**src/drive_status_consts.svh**
```systemverilog
`ifndef DRIVE_STATUS_CONSTS_SVH
`define DRIVE_STATUS_CONSTS_SVH

// Register byte offsets
`define OFF_RELAY_SEL   8'h00
`define OFF_TERM_SEL    8'h04
`define OFF_THRESHOLD   8'h08
`define OFF_AIN_FORMAT  8'h0c
`define OFF_STATUS      8'h10
`define OFF_FAULT_CLR   8'h14

// Reset values
`define RST_RELAY_SEL   3'h1
`define RST_TERM_SEL    4'h8
`define RST_THRESHOLD   16'h0000
`define RST_AIN_FORMAT  3'h0

// Field positions in the status word and the fault clear word
`define ST_RELAY_BIT    0
`define ST_DOUT_BIT     1
`define ST_ANALOG_BIT   2
`define ST_TRIP_BIT     3
`define ST_LOSS_BIT     4
`define ST_STOP_BIT     5
`define ST_CODE_LSB     8
`define FAULT_CLR_BIT   0

// Loss threshold in microamps (3 mA)
`define LOSS_UA         16'h0bb8

// Input loss fault code, value arbitrary
`define CODE_INPUT_LOSS 8'h01
`define CODE_NONE       8'h00

// Terminal settings with analog output
`define TERM_FREQ       4'h8
`define TERM_CURR       4'h9

// Bus responses
`define RESP_OKAY       2'h0
`define RESP_SLVERR     2'h2

`endif

```
**src/drive_status_pkg.sv**
```systemverilog
package drive_status_pkg;

  typedef enum logic [2:0] {
    FN_RUNNING   = 3'b000,
    FN_READY     = 3'b001,
    FN_AT_TARGET = 3'b010,
    FN_TRIPPED   = 3'b011,
    FN_FREQ_GE   = 3'b100,
    FN_CURR_GE   = 3'b101,
    FN_FREQ_LT   = 3'b110,
    FN_CURR_LT   = 3'b111
  } relay_fn_e;

  typedef enum logic [2:0] {
    AIN_V_UNI    = 3'b000,
    AIN_V_BI     = 3'b001,
    AIN_I_0_20   = 3'b010,
    AIN_I_TRIP   = 3'b011,
    AIN_I_RAMP   = 3'b100,
    AIN_INV_TRIP = 3'b101,
    AIN_INV_RAMP = 3'b110
  } ain_fmt_e;

  typedef struct packed {
    logic        running;
    logic        powered;
    logic        fault;
    logic [15:0] out_freq;
    logic [15:0] setpoint;
    logic [15:0] current;
  } drive_state_s;

  typedef struct packed {
    logic        ready;
    logic        tripped;
    logic [15:0] threshold;
  } cond_ctx_s;

endpackage

```
**src/status_cond_select.sv**
```systemverilog
`timescale 1ns/100ps
`default_nettype none
module status_cond_select
  import drive_status_pkg::*;
(
  // Selection
  input  wire logic [2:0]   sel,
  // Drive state
  input  wire drive_state_s st,
  input  wire cond_ctx_s    ctx,
  // Result
  output logic              cond
);

  wire freq_ge = st.out_freq >= ctx.threshold;
  wire curr_ge = st.current >= ctx.threshold;

  always_comb begin
    case (relay_fn_e'(sel))
      FN_RUNNING:   cond = st.running;
      FN_READY:     cond = ctx.ready;
      FN_AT_TARGET: cond = st.out_freq == st.setpoint;
      FN_TRIPPED:   cond = ctx.tripped;
      FN_FREQ_GE:   cond = freq_ge;
      FN_CURR_GE:   cond = curr_ge;
      FN_FREQ_LT:   cond = !freq_ge;
      FN_CURR_LT:   cond = !curr_ge;
      default:      cond = 1'b0;
    endcase
  end

endmodule
`default_nettype wire

```
**src/input_loss_monitor.sv**
```systemverilog
`timescale 1ns/100ps
`default_nettype none
`include "drive_status_consts.svh"
module input_loss_monitor
  import drive_status_pkg::*;
(
  // Clock and reset
  input  wire logic        mclk,
  input  wire logic        rst_n,
  // Configuration
  input  wire logic [2:0]  fmt,
  input  wire logic        clear,
  // Loop current in microamps
  input  wire logic [15:0] ain_ua,
  // Reactions
  output logic             loss_trip,
  output logic             stop_req
);

  wire below     = ain_ua < `LOSS_UA;
  wire trip_fmt  = fmt == AIN_I_TRIP || fmt == AIN_INV_TRIP;
  wire ramp_fmt  = fmt == AIN_I_RAMP || fmt == AIN_INV_RAMP;
  wire set_trip  = below && trip_fmt;

  always_ff @(posedge mclk) begin
    if (!rst_n) begin
      loss_trip <= 1'b0;
      stop_req  <= 1'b0;
    end else begin
      // Set wins over clear
      if (set_trip) begin
        loss_trip <= 1'b1;
      end else if (clear) begin
        loss_trip <= 1'b0;
      end
      stop_req <= below && ramp_fmt;
    end
  end

endmodule
`default_nettype wire

```
**src/drive_status_output_selector.sv**
```systemverilog
// How it works
// - A setting register picks one of eight conditions, codes 0 to 7.
// - The relay is active, contacts linked, while that condition holds.
// - Code 0 holds while the drive stage is enabled and running.
// - Code 1 holds while powered and no fault is present.
// - Code 2 holds when output frequency equals the setpoint.
// - Code 3 holds while the drive is tripped.
// - Code 4 holds when output frequency is at or above the threshold.
// - Code 5 holds when motor current is at or above the threshold.
// - Code 6 holds when output frequency is below the threshold.
// - Code 7 holds when motor current is below the threshold.
// - A second register picks what the output terminal shows.
// - Terminal settings 0 to 7 give a digital level, high at full level.
// - Ramp formats request a stop while the loop drops under 3 mA.
// - Trip formats fault and show the input loss code under 3 mA.
// - Terminal settings 8 and 9 give an analog level instead.
`timescale 1ns/100ps
`default_nettype none
`include "drive_status_consts.svh"
module drive_status_output_selector
  import drive_status_pkg::*;
(
  // Clock and reset
  input  wire logic         mclk,
  input  wire logic         rst_n,
  // Drive state
  input  wire drive_state_s drive_state,
  input  wire logic [15:0]  ain_ua,
  // AXI4-Lite write address
  input  wire logic [7:0]   awaddr,
  input  wire logic [2:0]   awprot,
  input  wire logic         awvalid,
  output logic              awready,
  // AXI4-Lite write data
  input  wire logic [31:0]  wdata,
  input  wire logic [3:0]   wstrb,
  input  wire logic         wvalid,
  output logic              wready,
  // AXI4-Lite write response
  output logic [1:0]        bresp,
  output logic              bvalid,
  input  wire logic         bready,
  // AXI4-Lite read address
  input  wire logic [7:0]   araddr,
  input  wire logic [2:0]   arprot,
  input  wire logic         arvalid,
  output logic              arready,
  // AXI4-Lite read data
  output logic [31:0]       rdata,
  output logic [1:0]        rresp,
  output logic              rvalid,
  input  wire logic         rready,
  // Status outputs
  output logic              relay_active,
  output logic              dout_level,
  output logic              aout_enable,
  output logic [15:0]       aout_level,
  output logic              tripped,
  output logic              ramp_stop_req,
  output logic [7:0]        input_loss_fault_code
);

  // Byte-lane merge of a write into a stored word
  function automatic logic [31:0] merge(input logic [31:0] old,
                                        input logic [31:0] val,
                                        input logic [3:0]  strb);
    logic [31:0] res;
    res = old;
    for (int i = 0; i < 4; i++) begin
      if (strb[i]) begin
        res[i*8 +: 8] = val[i*8 +: 8];
      end
    end
    return res;
  endfunction

  // Address decode
  function automatic logic mapped(input logic [7:0] a);
    return a == `OFF_RELAY_SEL || a == `OFF_TERM_SEL ||
           a == `OFF_THRESHOLD || a == `OFF_AIN_FORMAT ||
           a == `OFF_STATUS || a == `OFF_FAULT_CLR;
  endfunction

  // Configuration registers
  logic [2:0]  relay_sel;
  logic [3:0]  term_sel;
  logic [15:0] threshold;
  logic [2:0]  ain_format;

  // Write channel state
  logic        aw_held;
  logic        w_held;
  logic [7:0]  aw_addr_q;
  logic [31:0] w_data_q;
  logic [3:0]  w_strb_q;

  // Loss monitor results
  logic        loss_trip;
  logic        stop_req;

  // Selector results
  logic        relay_cond;
  logic        term_cond;

  // Handshakes
  wire aw_fire  = awvalid && awready;
  wire w_fire   = wvalid && wready;
  wire ar_fire  = arvalid && arready;
  wire do_write = aw_held && w_held && !bvalid;

  // Next handshake state
  wire next_aw_held = aw_held ? !do_write : aw_fire;
  wire next_w_held  = w_held ? !do_write : w_fire;
  wire next_bvalid  = do_write || (bvalid && !bready);
  wire next_rvalid  = ar_fire || (rvalid && !rready);

  // Register write strobes
  wire wr_relay = do_write && aw_addr_q == `OFF_RELAY_SEL;
  wire wr_term  = do_write && aw_addr_q == `OFF_TERM_SEL;
  wire wr_thr   = do_write && aw_addr_q == `OFF_THRESHOLD;
  wire wr_fmt   = do_write && aw_addr_q == `OFF_AIN_FORMAT;
  wire wr_clr   = do_write && aw_addr_q == `OFF_FAULT_CLR;

  // Register words and merged writes
  wire [31:0] relay_word = {29'h0, relay_sel};
  wire [31:0] term_word  = {28'h0, term_sel};
  wire [31:0] thr_word   = {16'h0, threshold};
  wire [31:0] fmt_word   = {29'h0, ain_format};
  wire [31:0] relay_new  = merge(relay_word, w_data_q, w_strb_q);
  wire [31:0] term_new   = merge(term_word, w_data_q, w_strb_q);
  wire [31:0] thr_new    = merge(thr_word, w_data_q, w_strb_q);
  wire [31:0] fmt_new    = merge(fmt_word, w_data_q, w_strb_q);
  wire [31:0] clr_new    = merge(32'h0000_0000, w_data_q, w_strb_q);
  wire        fault_clr  = wr_clr && clr_new[`FAULT_CLR_BIT];

  // Fault state and derived conditions
  wire trip_now  = drive_state.fault || loss_trip;
  wire ready_now = drive_state.powered && !trip_now;

  cond_ctx_s ctx;
  assign ctx.ready     = ready_now;
  assign ctx.tripped   = trip_now;
  assign ctx.threshold = threshold;

  // Terminal mode decode
  wire term_digital = term_sel[3] == 1'b0;
  wire term_freq    = term_sel == `TERM_FREQ;
  wire term_curr    = term_sel == `TERM_CURR;
  wire term_analog  = term_freq || term_curr;
  wire [15:0] next_aout = term_freq ? drive_state.out_freq :
                          term_curr ? drive_state.current :
                          16'h0000;

  // Fault code while the loss trip is latched
  wire [7:0] code_now = loss_trip ? `CODE_INPUT_LOSS : `CODE_NONE;

  // Response codes
  wire [1:0] wr_resp = mapped(aw_addr_q) ? `RESP_OKAY : `RESP_SLVERR;
  wire [1:0] rd_resp = mapped(araddr) ? `RESP_OKAY : `RESP_SLVERR;

  // Status word
  logic [31:0] status_word;
  always_comb begin
    status_word = 32'h0000_0000;
    status_word[`ST_RELAY_BIT]  = relay_active;
    status_word[`ST_DOUT_BIT]   = dout_level;
    status_word[`ST_ANALOG_BIT] = aout_enable;
    status_word[`ST_TRIP_BIT]   = tripped;
    status_word[`ST_LOSS_BIT]   = loss_trip;
    status_word[`ST_STOP_BIT]   = stop_req;
    status_word[`ST_CODE_LSB +: 8] = input_loss_fault_code;
  end

  // Read mux
  wire [31:0] read_word =
    araddr == `OFF_RELAY_SEL  ? relay_word :
    araddr == `OFF_TERM_SEL   ? term_word  :
    araddr == `OFF_THRESHOLD  ? thr_word   :
    araddr == `OFF_AIN_FORMAT ? fmt_word   :
    araddr == `OFF_STATUS     ? status_word :
    32'h0000_0000;

  // Relay condition selector
  status_cond_select u_relay_sel (
    .sel  (relay_sel),
    .st   (drive_state),
    .ctx  (ctx),
    .cond (relay_cond)
  );

  // Terminal condition selector, same condition set
  status_cond_select u_term_sel (
    .sel  (term_sel[2:0]),
    .st   (drive_state),
    .ctx  (ctx),
    .cond (term_cond)
  );

  // Current loop loss reactions
  input_loss_monitor u_loss (
    .mclk      (mclk),
    .rst_n     (rst_n),
    .fmt       (ain_format),
    .clear     (fault_clr),
    .ain_ua    (ain_ua),
    .loss_trip (loss_trip),
    .stop_req  (stop_req)
  );

  // Bus handshake state
  always_ff @(posedge mclk) begin
    if (!rst_n) begin
      aw_held <= 1'b0;
      w_held  <= 1'b0;
      awready <= 1'b1;
      wready  <= 1'b1;
      bvalid  <= 1'b0;
      bresp   <= `RESP_OKAY;
      arready <= 1'b1;
      rvalid  <= 1'b0;
      rresp   <= `RESP_OKAY;
      rdata   <= 32'h0000_0000;
    end else begin
      aw_held <= next_aw_held;
      w_held  <= next_w_held;
      awready <= !next_aw_held && !next_bvalid;
      wready  <= !next_w_held && !next_bvalid;
      bvalid  <= next_bvalid;
      if (do_write) begin
        bresp <= wr_resp;
      end
      arready <= !next_rvalid;
      rvalid  <= next_rvalid;
      if (ar_fire) begin
        rdata <= read_word;
        rresp <= rd_resp;
      end
    end
  end

  // Captured write address and data
  always_ff @(posedge mclk) begin
    if (!rst_n) begin
      aw_addr_q <= 8'h00;
      w_data_q  <= 32'h0000_0000;
      w_strb_q  <= 4'h0;
    end else begin
      if (aw_fire) begin
        aw_addr_q <= awaddr;
      end
      if (w_fire) begin
        w_data_q <= wdata;
        w_strb_q <= wstrb;
      end
    end
  end

  // Configuration registers
  always_ff @(posedge mclk) begin
    if (!rst_n) begin
      relay_sel  <= `RST_RELAY_SEL;
      term_sel   <= `RST_TERM_SEL;
      threshold  <= `RST_THRESHOLD;
      ain_format <= `RST_AIN_FORMAT;
    end else begin
      if (wr_relay) begin
        relay_sel <= relay_new[2:0];
      end
      if (wr_term) begin
        term_sel <= term_new[3:0];
      end
      if (wr_thr) begin
        threshold <= thr_new[15:0];
      end
      if (wr_fmt) begin
        ain_format <= fmt_new[2:0];
      end
    end
  end

  // Status outputs, refreshed every cycle
  always_ff @(posedge mclk) begin
    if (!rst_n) begin
      relay_active          <= 1'b0;
      dout_level            <= 1'b0;
      aout_enable           <= 1'b0;
      aout_level            <= 16'h0000;
      tripped               <= 1'b0;
      ramp_stop_req         <= 1'b0;
      input_loss_fault_code <= `CODE_NONE;
    end else begin
      relay_active          <= relay_cond;
      dout_level            <= term_digital && term_cond;
      aout_enable           <= term_analog;
      aout_level            <= next_aout;
      tripped               <= trip_now;
      ramp_stop_req         <= stop_req;
      input_loss_fault_code <= code_now;
    end
  end

endmodule
`default_nettype wire

```
**config.mk**
```make
export PLATFORM = sky130hd
export DESIGN_NAME = drive_status_output_selector
export DESIGN_NICKNAME = d
export VERILOG_FILES = /design/src/drive_status_pkg.sv /design/src/status_cond_select.sv /design/src/input_loss_monitor.sv /design/src/drive_status_output_selector.sv
export VERILOG_INCLUDE_DIRS = /design/src
export SDC_FILE = /design/constraint.sdc
export NUM_CORES = 1
export LEC_CHECK = 0
export BUFFER_PORTS_ARGS = -buffer_cell sky130_fd_sc_hd__buf_4
export CAP_MARGIN = 20
export CORE_MARGIN = 4
export CORE_UTILIZATION = 49
export DETAILED_ROUTE_END_ITERATION = 8
export PLACE_DENSITY = 0.81
export SYNTH_ARGS = -nofsm -noshare
export SYNTH_HDL_FRONTEND = slang
export SYNTH_SLANG_ARGS = --single-unit
```
**constraint.sdc**
```tcl
create_clock -name mclk -period 2.6 [get_ports mclk]
set_clock_uncertainty 0.2 [all_clocks]
set_input_delay 0.13 -clock mclk [delete_from_list [all_inputs] [get_ports mclk]]
set_output_delay 0.13 -clock mclk [all_outputs]
set_load 0.02 [all_outputs]
```
==> results of run 1 <==
-- what timing repair did --
item                                    4_1_cts  5_1_grt
endpoints found under the hold margin        62        0
hold buffers                                 72        0
endpoints found under the setup margin        0        1
setup buffers                                 0        0
-- sequential cells by signal, summed over array words and instances (netlist names), 2 cells and up --
signal,count
aw_addr_q,8
relay_sel,3
threshold,16
w_data_q,16
w_strb_q,2
aout_level,16
ain_format,3
term_sel,4
rdata,16
-- cells in the final DEF (no fill, tap or decap), types with 11 or more instances in the layout --
| master | instances |
|---|---|
| nand3_1 | 11 |
| a22oi_1 | 15 |
| ha_1 | 32 |
| inv_1 | 23 |
| conb_1 | 25 |
| nor2_1 | 73 |
| mux2i_1 | 41 |
| o21ai_0 | 14 |
| nand2_1 | 75 |
| dfxtp_1 | 101 |
| dlygate4sd3_1 | 72 |
| xor2_1 | 17 |
| a21oi_1 | 51 |
| buf_4 | 152 |
-- critical path: stages --
cell	delay (ns)
dlygate4sd3_1	0.53
buf_4	0.11
inv_1	0.04
ha_1	0.27
nand2b_1	0.16
a2111oi_2	0.30
nor3_1	0.09
or4_4	0.55
mux2_1	0.33
nand3_1	0.08
-- cell families after synthesis --
| kind of cell | count (synthesis) | share of synthesized area |
|---|---|---|
| XOR/XNOR | 17 | 0.0294 |
| multiplexers | 44 | 0.0877 |
| adder cells (fa/ha/maj) | 32 | 0.0790 |
| AND/OR/NAND/NOR | 209 | 0.195 |
| other | 1 | 0.000740 |
| buffers and inverters | 75 | 0.0760 |
| AO/OA/AOI/OAI | 109 | 0.133 |
| flip-flops | 101 | 0.399 |
-- metrics by stage --
| stage | utilization | hold slack, ns | instances | area [um2] |
|---|---|---|---|---|
| 3_3_place_gp | 0.623 | 0.177 | 846 | 6170 |
| 6_report | 0.717 | 0.0289 | 934 | 7110 |
| 3_5_place_dp | 0.623 | 0.187 | 846 | 6170 |
| 4_1_cts | 0.717 | 0.00534 | 934 | 7110 |
| 2_1_floorplan | - | 0.0660 | 612 | 5160 |
| 5_1_grt | 0.717 | 0.0266 | 934 | 7110 |
-- power by group --
group	internal, mW	switching, mW
sequential	1.60	0.0414
clock	0.490	0.586
combinational	0.299	0.300
-- cell type report --
| class | instances | area, um2 | share of cell area |
|---|---|---|---|
| inverter | 24 | 90.1 | 0.0127 |
| timing repair buffer | 224 | 1860 | 0.262 |
| sequential | 101 | 2020 | 0.285 |
| clock buffer | 10 | 138 | 0.0194 |
| clock inverter | 6 | 78.8 | 0.0111 |
| tap | 133 | 166 | 0.0234 |
| multi-input combinational | 436 | 2750 | 0.387 |
-- per-layer routing --
metal  track usage  up-vias  wire length [um]
met5             0        -                 0
met4        0.0997        0               421
met3        0.0370       35               969
met2         0.455      194              7710
met1         0.285     2272              5990
li1              -     2398                 -
-- cell usage after synthesis, types with 4 or more instances --
| library cell | count |
|---|---|
| inv_1 | 23 |
| buf_4 | 25 |
| nand2_1 | 75 |
| mux2i_1 | 41 |
| and2_1 | 5 |
| nand3_1 | 11 |
| nor2_1 | 73 |
| o21ai_0 | 14 |
| nand4_1 | 8 |
| a21o_1 | 6 |
| a21oi_1 | 51 |
| clkbuf_1 | 23 |
| dfxtp_1 | 101 |
| nor3_1 | 6 |
| xor2_1 | 17 |
| nor4_1 | 5 |
| a22oi_1 | 15 |
| ha_1 | 32 |
| nor2b_1 | 4 |
-- final timing paths --
| path | startpoint | to | slack (ns) | depth (start not counted) |
|---|---|---|---|---|
| worst max-delay path | drive_state[0] | relay_active | 0.12 | 10 |
| worst min-delay path | awvalid | aw_addr_q[1] | 0.03 | 4 |
| worst max register to register | threshold[11] | relay_active | 0.18 | 8 |
| worst min register to register | w_data_q[9] | w_data_q[9] | 0.26 | 2 |
==> impl_results.rst, run 1 <==
.. list-table::
   :header-rows: 1

   * - Metric
     - Value
   * - Outcome
     - complete, no violations
   * - IR Drop Worst-Case VDD
     - 0.000316 V
   * - Flip-flop cell with the highest count after synthesis
     - dfxtp_1
   * - Dpl hpwl
     - 10400 um
   * - Die Outline Area
     - 12000 um2
   * - Clock root cell
     - clkbuf_8
   * - Clock Latency Late Sink
     - 0.37 ns
   * - Top cell type's share of synthesized area
     - 0.399
   * - Layout cell share with drive strength beyond 1
     - 0.225
   * - Average cell area after synthesis
     - 8.62 um2
   * - Number of unique standard cell types used by synthesis
     - 53
   * - Gp weighted congestion
     - 0.862
   * - Via total after detailed routing
     - 4899
   * - Final setup violation count
     - 0
   * - Signed area change from the synthesized netlist to the final layout
     - 40.2%
   * - Chip Height
     - between 100 and 150 um
   * - Effective utilization at floorplan
     - 0.511
   * - Max-Slew Margin vs Limit
     - 0.449
   * - Accumulated negative setup slack
     - 0 ns
   * - Area inside the core boundary
     - 9910 um2
   * - Transition time at the pin with the least slew margin
     - 0.823 ns
   * - CTS H-Tree Depth
     - 3
   * - EDFF count, synth
     - 0
   * - Portion of the post-synthesis area used by sequential elements
     - 0.399
   * - Remaining number of nets flagged by the antenna check after routing
     - 0
   * - Slack of the critical path
     - 0.124 ns
   * - # fillers
     - 734
   * - Post-synthesis instance area
     - 5070 um2
   * - DRC Markers
     - 0
   * - Final slew viol count
     - 0
   * - WL final
     - 15100 um
   * - Buffer levels on the longest clock path
     - 2
   * - Cell row count
     - 36
   * - Count of pins on the block boundary
     - 202
   * - Number of antenna diodes
     - 0
   * - Number of synthesized register bits
     - about 100
   * - Fraction of the cycle the final worst path needs
     - 0.952
   * - Areal power density over the cells
     - around 470 nW/um2
   * - Element type at the critical path start
     - primary input
   * - Final critical path time including I/O delays and setup
     - between 2 and 2.5 ns
   * - Max-cap check violation count
     - 0
   * - # clock sinks
     - 101
   * - Crit path arrival time
     - 2.59 ns
   * - Category of the most critical setup path
     - primary input to flip-flop
   * - Iter 0 DRT Violations
     - approximately 280
   * - Reg clk slew, reported paths
     - 0.10 ns
   * - Setup slack after placement
     - between 0.15 and 0.2 ns
   * - Width of the chip
     - 110 um
   * - Pin count of the biggest net entering global routing
     - 46
   * - Sum of overflow across all layers after global routing
     - 0
   * - Reported leakage power
     - between 3 and 4 nW
   * - Power Total
     - around 3.3 mW
   * - Count of input and output buffers
     - 149
   * - PostCTS Resize Cnt
     - 0
   * - Number of cells produced by synthesis
     - 588
   * - Average wire per cell in the routed design
     - 16.2 um
   * - Routed via count divided by cell count
     - 5.25
   * - CP max FO
     - 2
   * - Antenna violations before repair
     - 0
   * - Total CTS buffers
     - 9
   * - TritonCTS clock tree
     - done
   * - Setup repair after global routing missed its margin
     - no
   * - Async set or reset register ratio after synthesis
     - 0
   * - Number of optimization iterations in the first detailed-route pass
     - 5
   * - Wire length of the first global-routing pass
     - between 20000 and 25000 um
   * - Via count of the first global-routing pass
     - ~5100
   * - Final #Nets
     - 960
   * - Global-route total usage across every layer
     - 0.247
   * - Endpoints failing hold
     - 0
   * - Data required time at the worst endpoint
     - 2.71 ns
   * - Hold crit path type
     - primary input to flip-flop
   * - Yosys warnings
     - 0
   * - Cell type with the largest total area after synthesis
     - dfxtp_1
   * - Dominant cells by area after synthesis
     - dfxtp_1 40%, mux2i_1 8.1%, ha_1 7.9%
   * - Highest clock rate
     - 404 MHz
   * - CP endpoint kind
     - flip-flop
Power figures use the tool's default switching activity.
==> inputs of run 2 (changes only) <==
--- a/config.mk
+++ b/config.mk
@@ -8,10 +8,10 @@
 export LEC_CHECK = 0
 export BUFFER_PORTS_ARGS = -buffer_cell sky130_fd_sc_hd__buf_4
 export CAP_MARGIN = 20
-export CORE_MARGIN = 4
 export CORE_UTILIZATION = 49
 export DETAILED_ROUTE_END_ITERATION = 8
-export PLACE_DENSITY = 0.81
+export HOLD_SLACK_MARGIN = 0.02
+export PLACE_DENSITY = 0.89
 export SYNTH_ARGS = -nofsm -noshare
 export SYNTH_HDL_FRONTEND = slang
 export SYNTH_SLANG_ARGS = --single-unit
==> impl_results.rst, run 2 (synthesis gave the netlist of run 1 again) <==
.. list-table::
   :header-rows: 1

   * - Metric
     - Value
   * - IR Drop Worst-Case VDD
     - 0.000311 V
   * - Clock root cell
     - clkbuf_8
   * - Category of the most critical setup path
     - primary input to flip-flop
   * - Number of antenna diodes
     - 0
   * - Setup repair after global routing missed its margin
     - no
   * - Die Outline Area
     - 10800 um2
   * - Via count of the first global-routing pass
     - 4926
   * - Signed area change from the synthesized netlist to the final layout
     - 40.5%
   * - Critical path, cell by cell
     - dlygate4sd3_1 > buf_4 > inv_1 > ha_1 > nand2b_1 > a2111oi_2 > nor3_1 > or4_4 > mux2_1 > nand3_1
   * - Crit path arrival time
     - 2.57 ns
   * - Multi-input combinational cell area
     - 2750 um2
   * - Area inside the core boundary
     - 9910 um2
   * - # fillers
     - 746
   * - PostCTS Resize Cnt
     - 0
   * - Layout cell share with drive strength beyond 1
     - 0.225
   * - Final slew viol count
     - 0
   * - Global-route total usage across every layer
     - 0.279
   * - Clock Latency Late Sink
     - 0.38 ns
   * - Endpoint of the lowest-slack register-to-register path
     - relay_active
   * - Final setup violation count
     - 0
   * - Dpl hpwl
     - 10200 um
   * - Routed via count divided by cell count
     - between 5 and 6
   * - Reg clk slew, reported paths
     - approximately 0.10 ns
   * - R2r worst-path depth
     - 7
   * - Iter 0 DRT Violations
     - 259
   * - CTS H-Tree Depth
     - 3
   * - Chip Height
     - 104 um
   * - Via total after detailed routing
     - 5031
   * - Final #Nets
     - 965
   * - Reg2Reg Setup Slack
     - between 0.15 and 0.2 ns
   * - Cell row count
     - 36
   * - Outcome
     - complete, no violations
   * - Min-Delay Path Depth
     - 4
   * - Pin count of the biggest net entering global routing
     - 39
   * - Power Total
     - 3.21 mW
   * - Buffers plus inverters on the worst setup path
     - 3
   * - Data required time at the worst endpoint
     - between 2 and 3 ns
   * - Areal power density over the cells
     - 451 nW/um2
   * - Fraction of the cycle the final worst path needs
     - 0.942
   * - Wire length of the first global-routing pass
     - ~24000 um
   * - # clock sinks
     - 101
   * - CP endpoint kind
     - flip-flop
   * - Antenna violations before repair
     - 0
   * - Highest-count cells in the layout ignoring fill and taps
     - 153 x buf_4, 101 x dfxtp_1, 76 x dlygate4sd3_1
   * - Final Util
     - 0.718
   * - Slowest cell on crit path
     - or4_4
   * - Total CTS buffers
     - 9
   * - TritonCTS clock tree
     - done
   * - Count of pins on the block boundary
     - 202
   * - Hold crit path type
     - primary input to flip-flop
   * - WL final
     - 15300 um
   * - Highest clock rate
     - 408 MHz
   * - Family with the most delay on the worst path
     - simple AND/OR/NAND/NOR gates
   * - Count of input and output buffers
     - 149
   * - Average wire per cell in the routed design
     - roughly 16 um
   * - CP max FO
     - 2
   * - DRC Markers
     - 0
   * - Sum of overflow across all layers after global routing
     - 0
   * - Hold Crit Start
     - ain_ua[13]
   * - Area of all sequential standard cells
     - about 2000 um2
   * - Element type at the critical path start
     - primary input
   * - Max-Slew Margin vs Limit
     - 0.475
   * - Gp weighted congestion
     - 0.901
   * - Effective utilization at floorplan
     - 0.511
   * - Most common library cell in the layout ignoring fill and taps
     - buf_4
   * - Final critical path time including I/O delays and setup
     - 2.45 ns
   * - Crit Reg-Reg Startpoint
     - threshold[0]
   * - Buffer levels on the longest clock path
     - 2
   * - Delay of the slowest critical-path stage
     - 0.56 ns
   * - Reported leakage power
     - between 3 and 4 nW
   * - Remaining number of nets flagged by the antenna check after routing
     - 0
   * - Accumulated negative setup slack
     - 0 ns
   * - Hold worst-path end
     - u_loss.stop_req
   * - Max-cap check violation count
     - 0
   * - Endpoints failing hold
     - 0
   * - Number of optimization iterations in the first detailed-route pass
     - 5
   * - Transition time at the pin with the least slew margin
     - a little under 0.8 ns
   * - Width of the chip
     - 104 um
run 2: layer usage:
layer	share of wire	track usage	up-vias
met5	0	0	-
met4	0.037	0.139	0
met3	0.054	0.0485	52
met2	0.51	0.505	212
met1	0.40	0.316	2355
li1	-	-	2412
run 2: final cells by class:
type	instances	share of cell area
clock buffer	9	0.0174
clock inverter	7	0.00808
inverter	24	0.0127
multi-input combinational	436	0.386
sequential	101	0.284
tap	133	0.0234
timing repair buffer	229	0.268
run 2: worst max-delay path by stage:
stage	slack (ns)	to	cells after the start	start
after floorplan	0.31	relay_active	7	threshold[0]
after global placement	0.21	relay_active	7	threshold[0]
after detailed placement	0.15	relay_active	7	threshold[0]
after CTS	0.09	relay_active	10	drive_state[0]
after global routing	0.03	relay_active	10	drive_state[0]
final	0.15	relay_active	10	drive_state[0]
run 2: metrics by stage:
stage	hold WS [ns]	setup slack [ns]	area [um2]	cells
3_3_place_gp	0.178	0.208	6180	847
4_1_cts	0.0239	0.0939	7120	939
3_5_place_dp	0.186	0.154	6180	847
5_1_grt	0.0460	0.0334	7120	939
6_report	0.0417	0.151	7120	939
2_1_floorplan	0.0660	0.311	5160	612
run 2: worst register-to-register path, delay by kind of cell (launching register included):
family	cells	cell delay, ns
AOI/OAI and AO/OA	1	0.29
muxes	1	0.34
DFF	1	0.42
adders and majority gates	1	0.26
and+or+nand+nor	4	0.87
run 2: where the power goes:
| part | internal (mW) | total [mW] | switching [mW] | leakage, nW |
|---|---|---|---|---|
| clock | 0.360 | 0.950 | 0.590 | 0.0877 |
| combinational | 0.306 | 0.617 | 0.311 | 2.12 |
| sequential | 1.60 | 1.65 | 0.0417 | 0.825 |
run 2: what timing repair did:
action | in CTS | in global routing
setup buffers | 0 | 0
endpoints found under the setup margin | 0 | 1
hold buffers | 76 | 0
hold endpoints to repair | 63 | 0
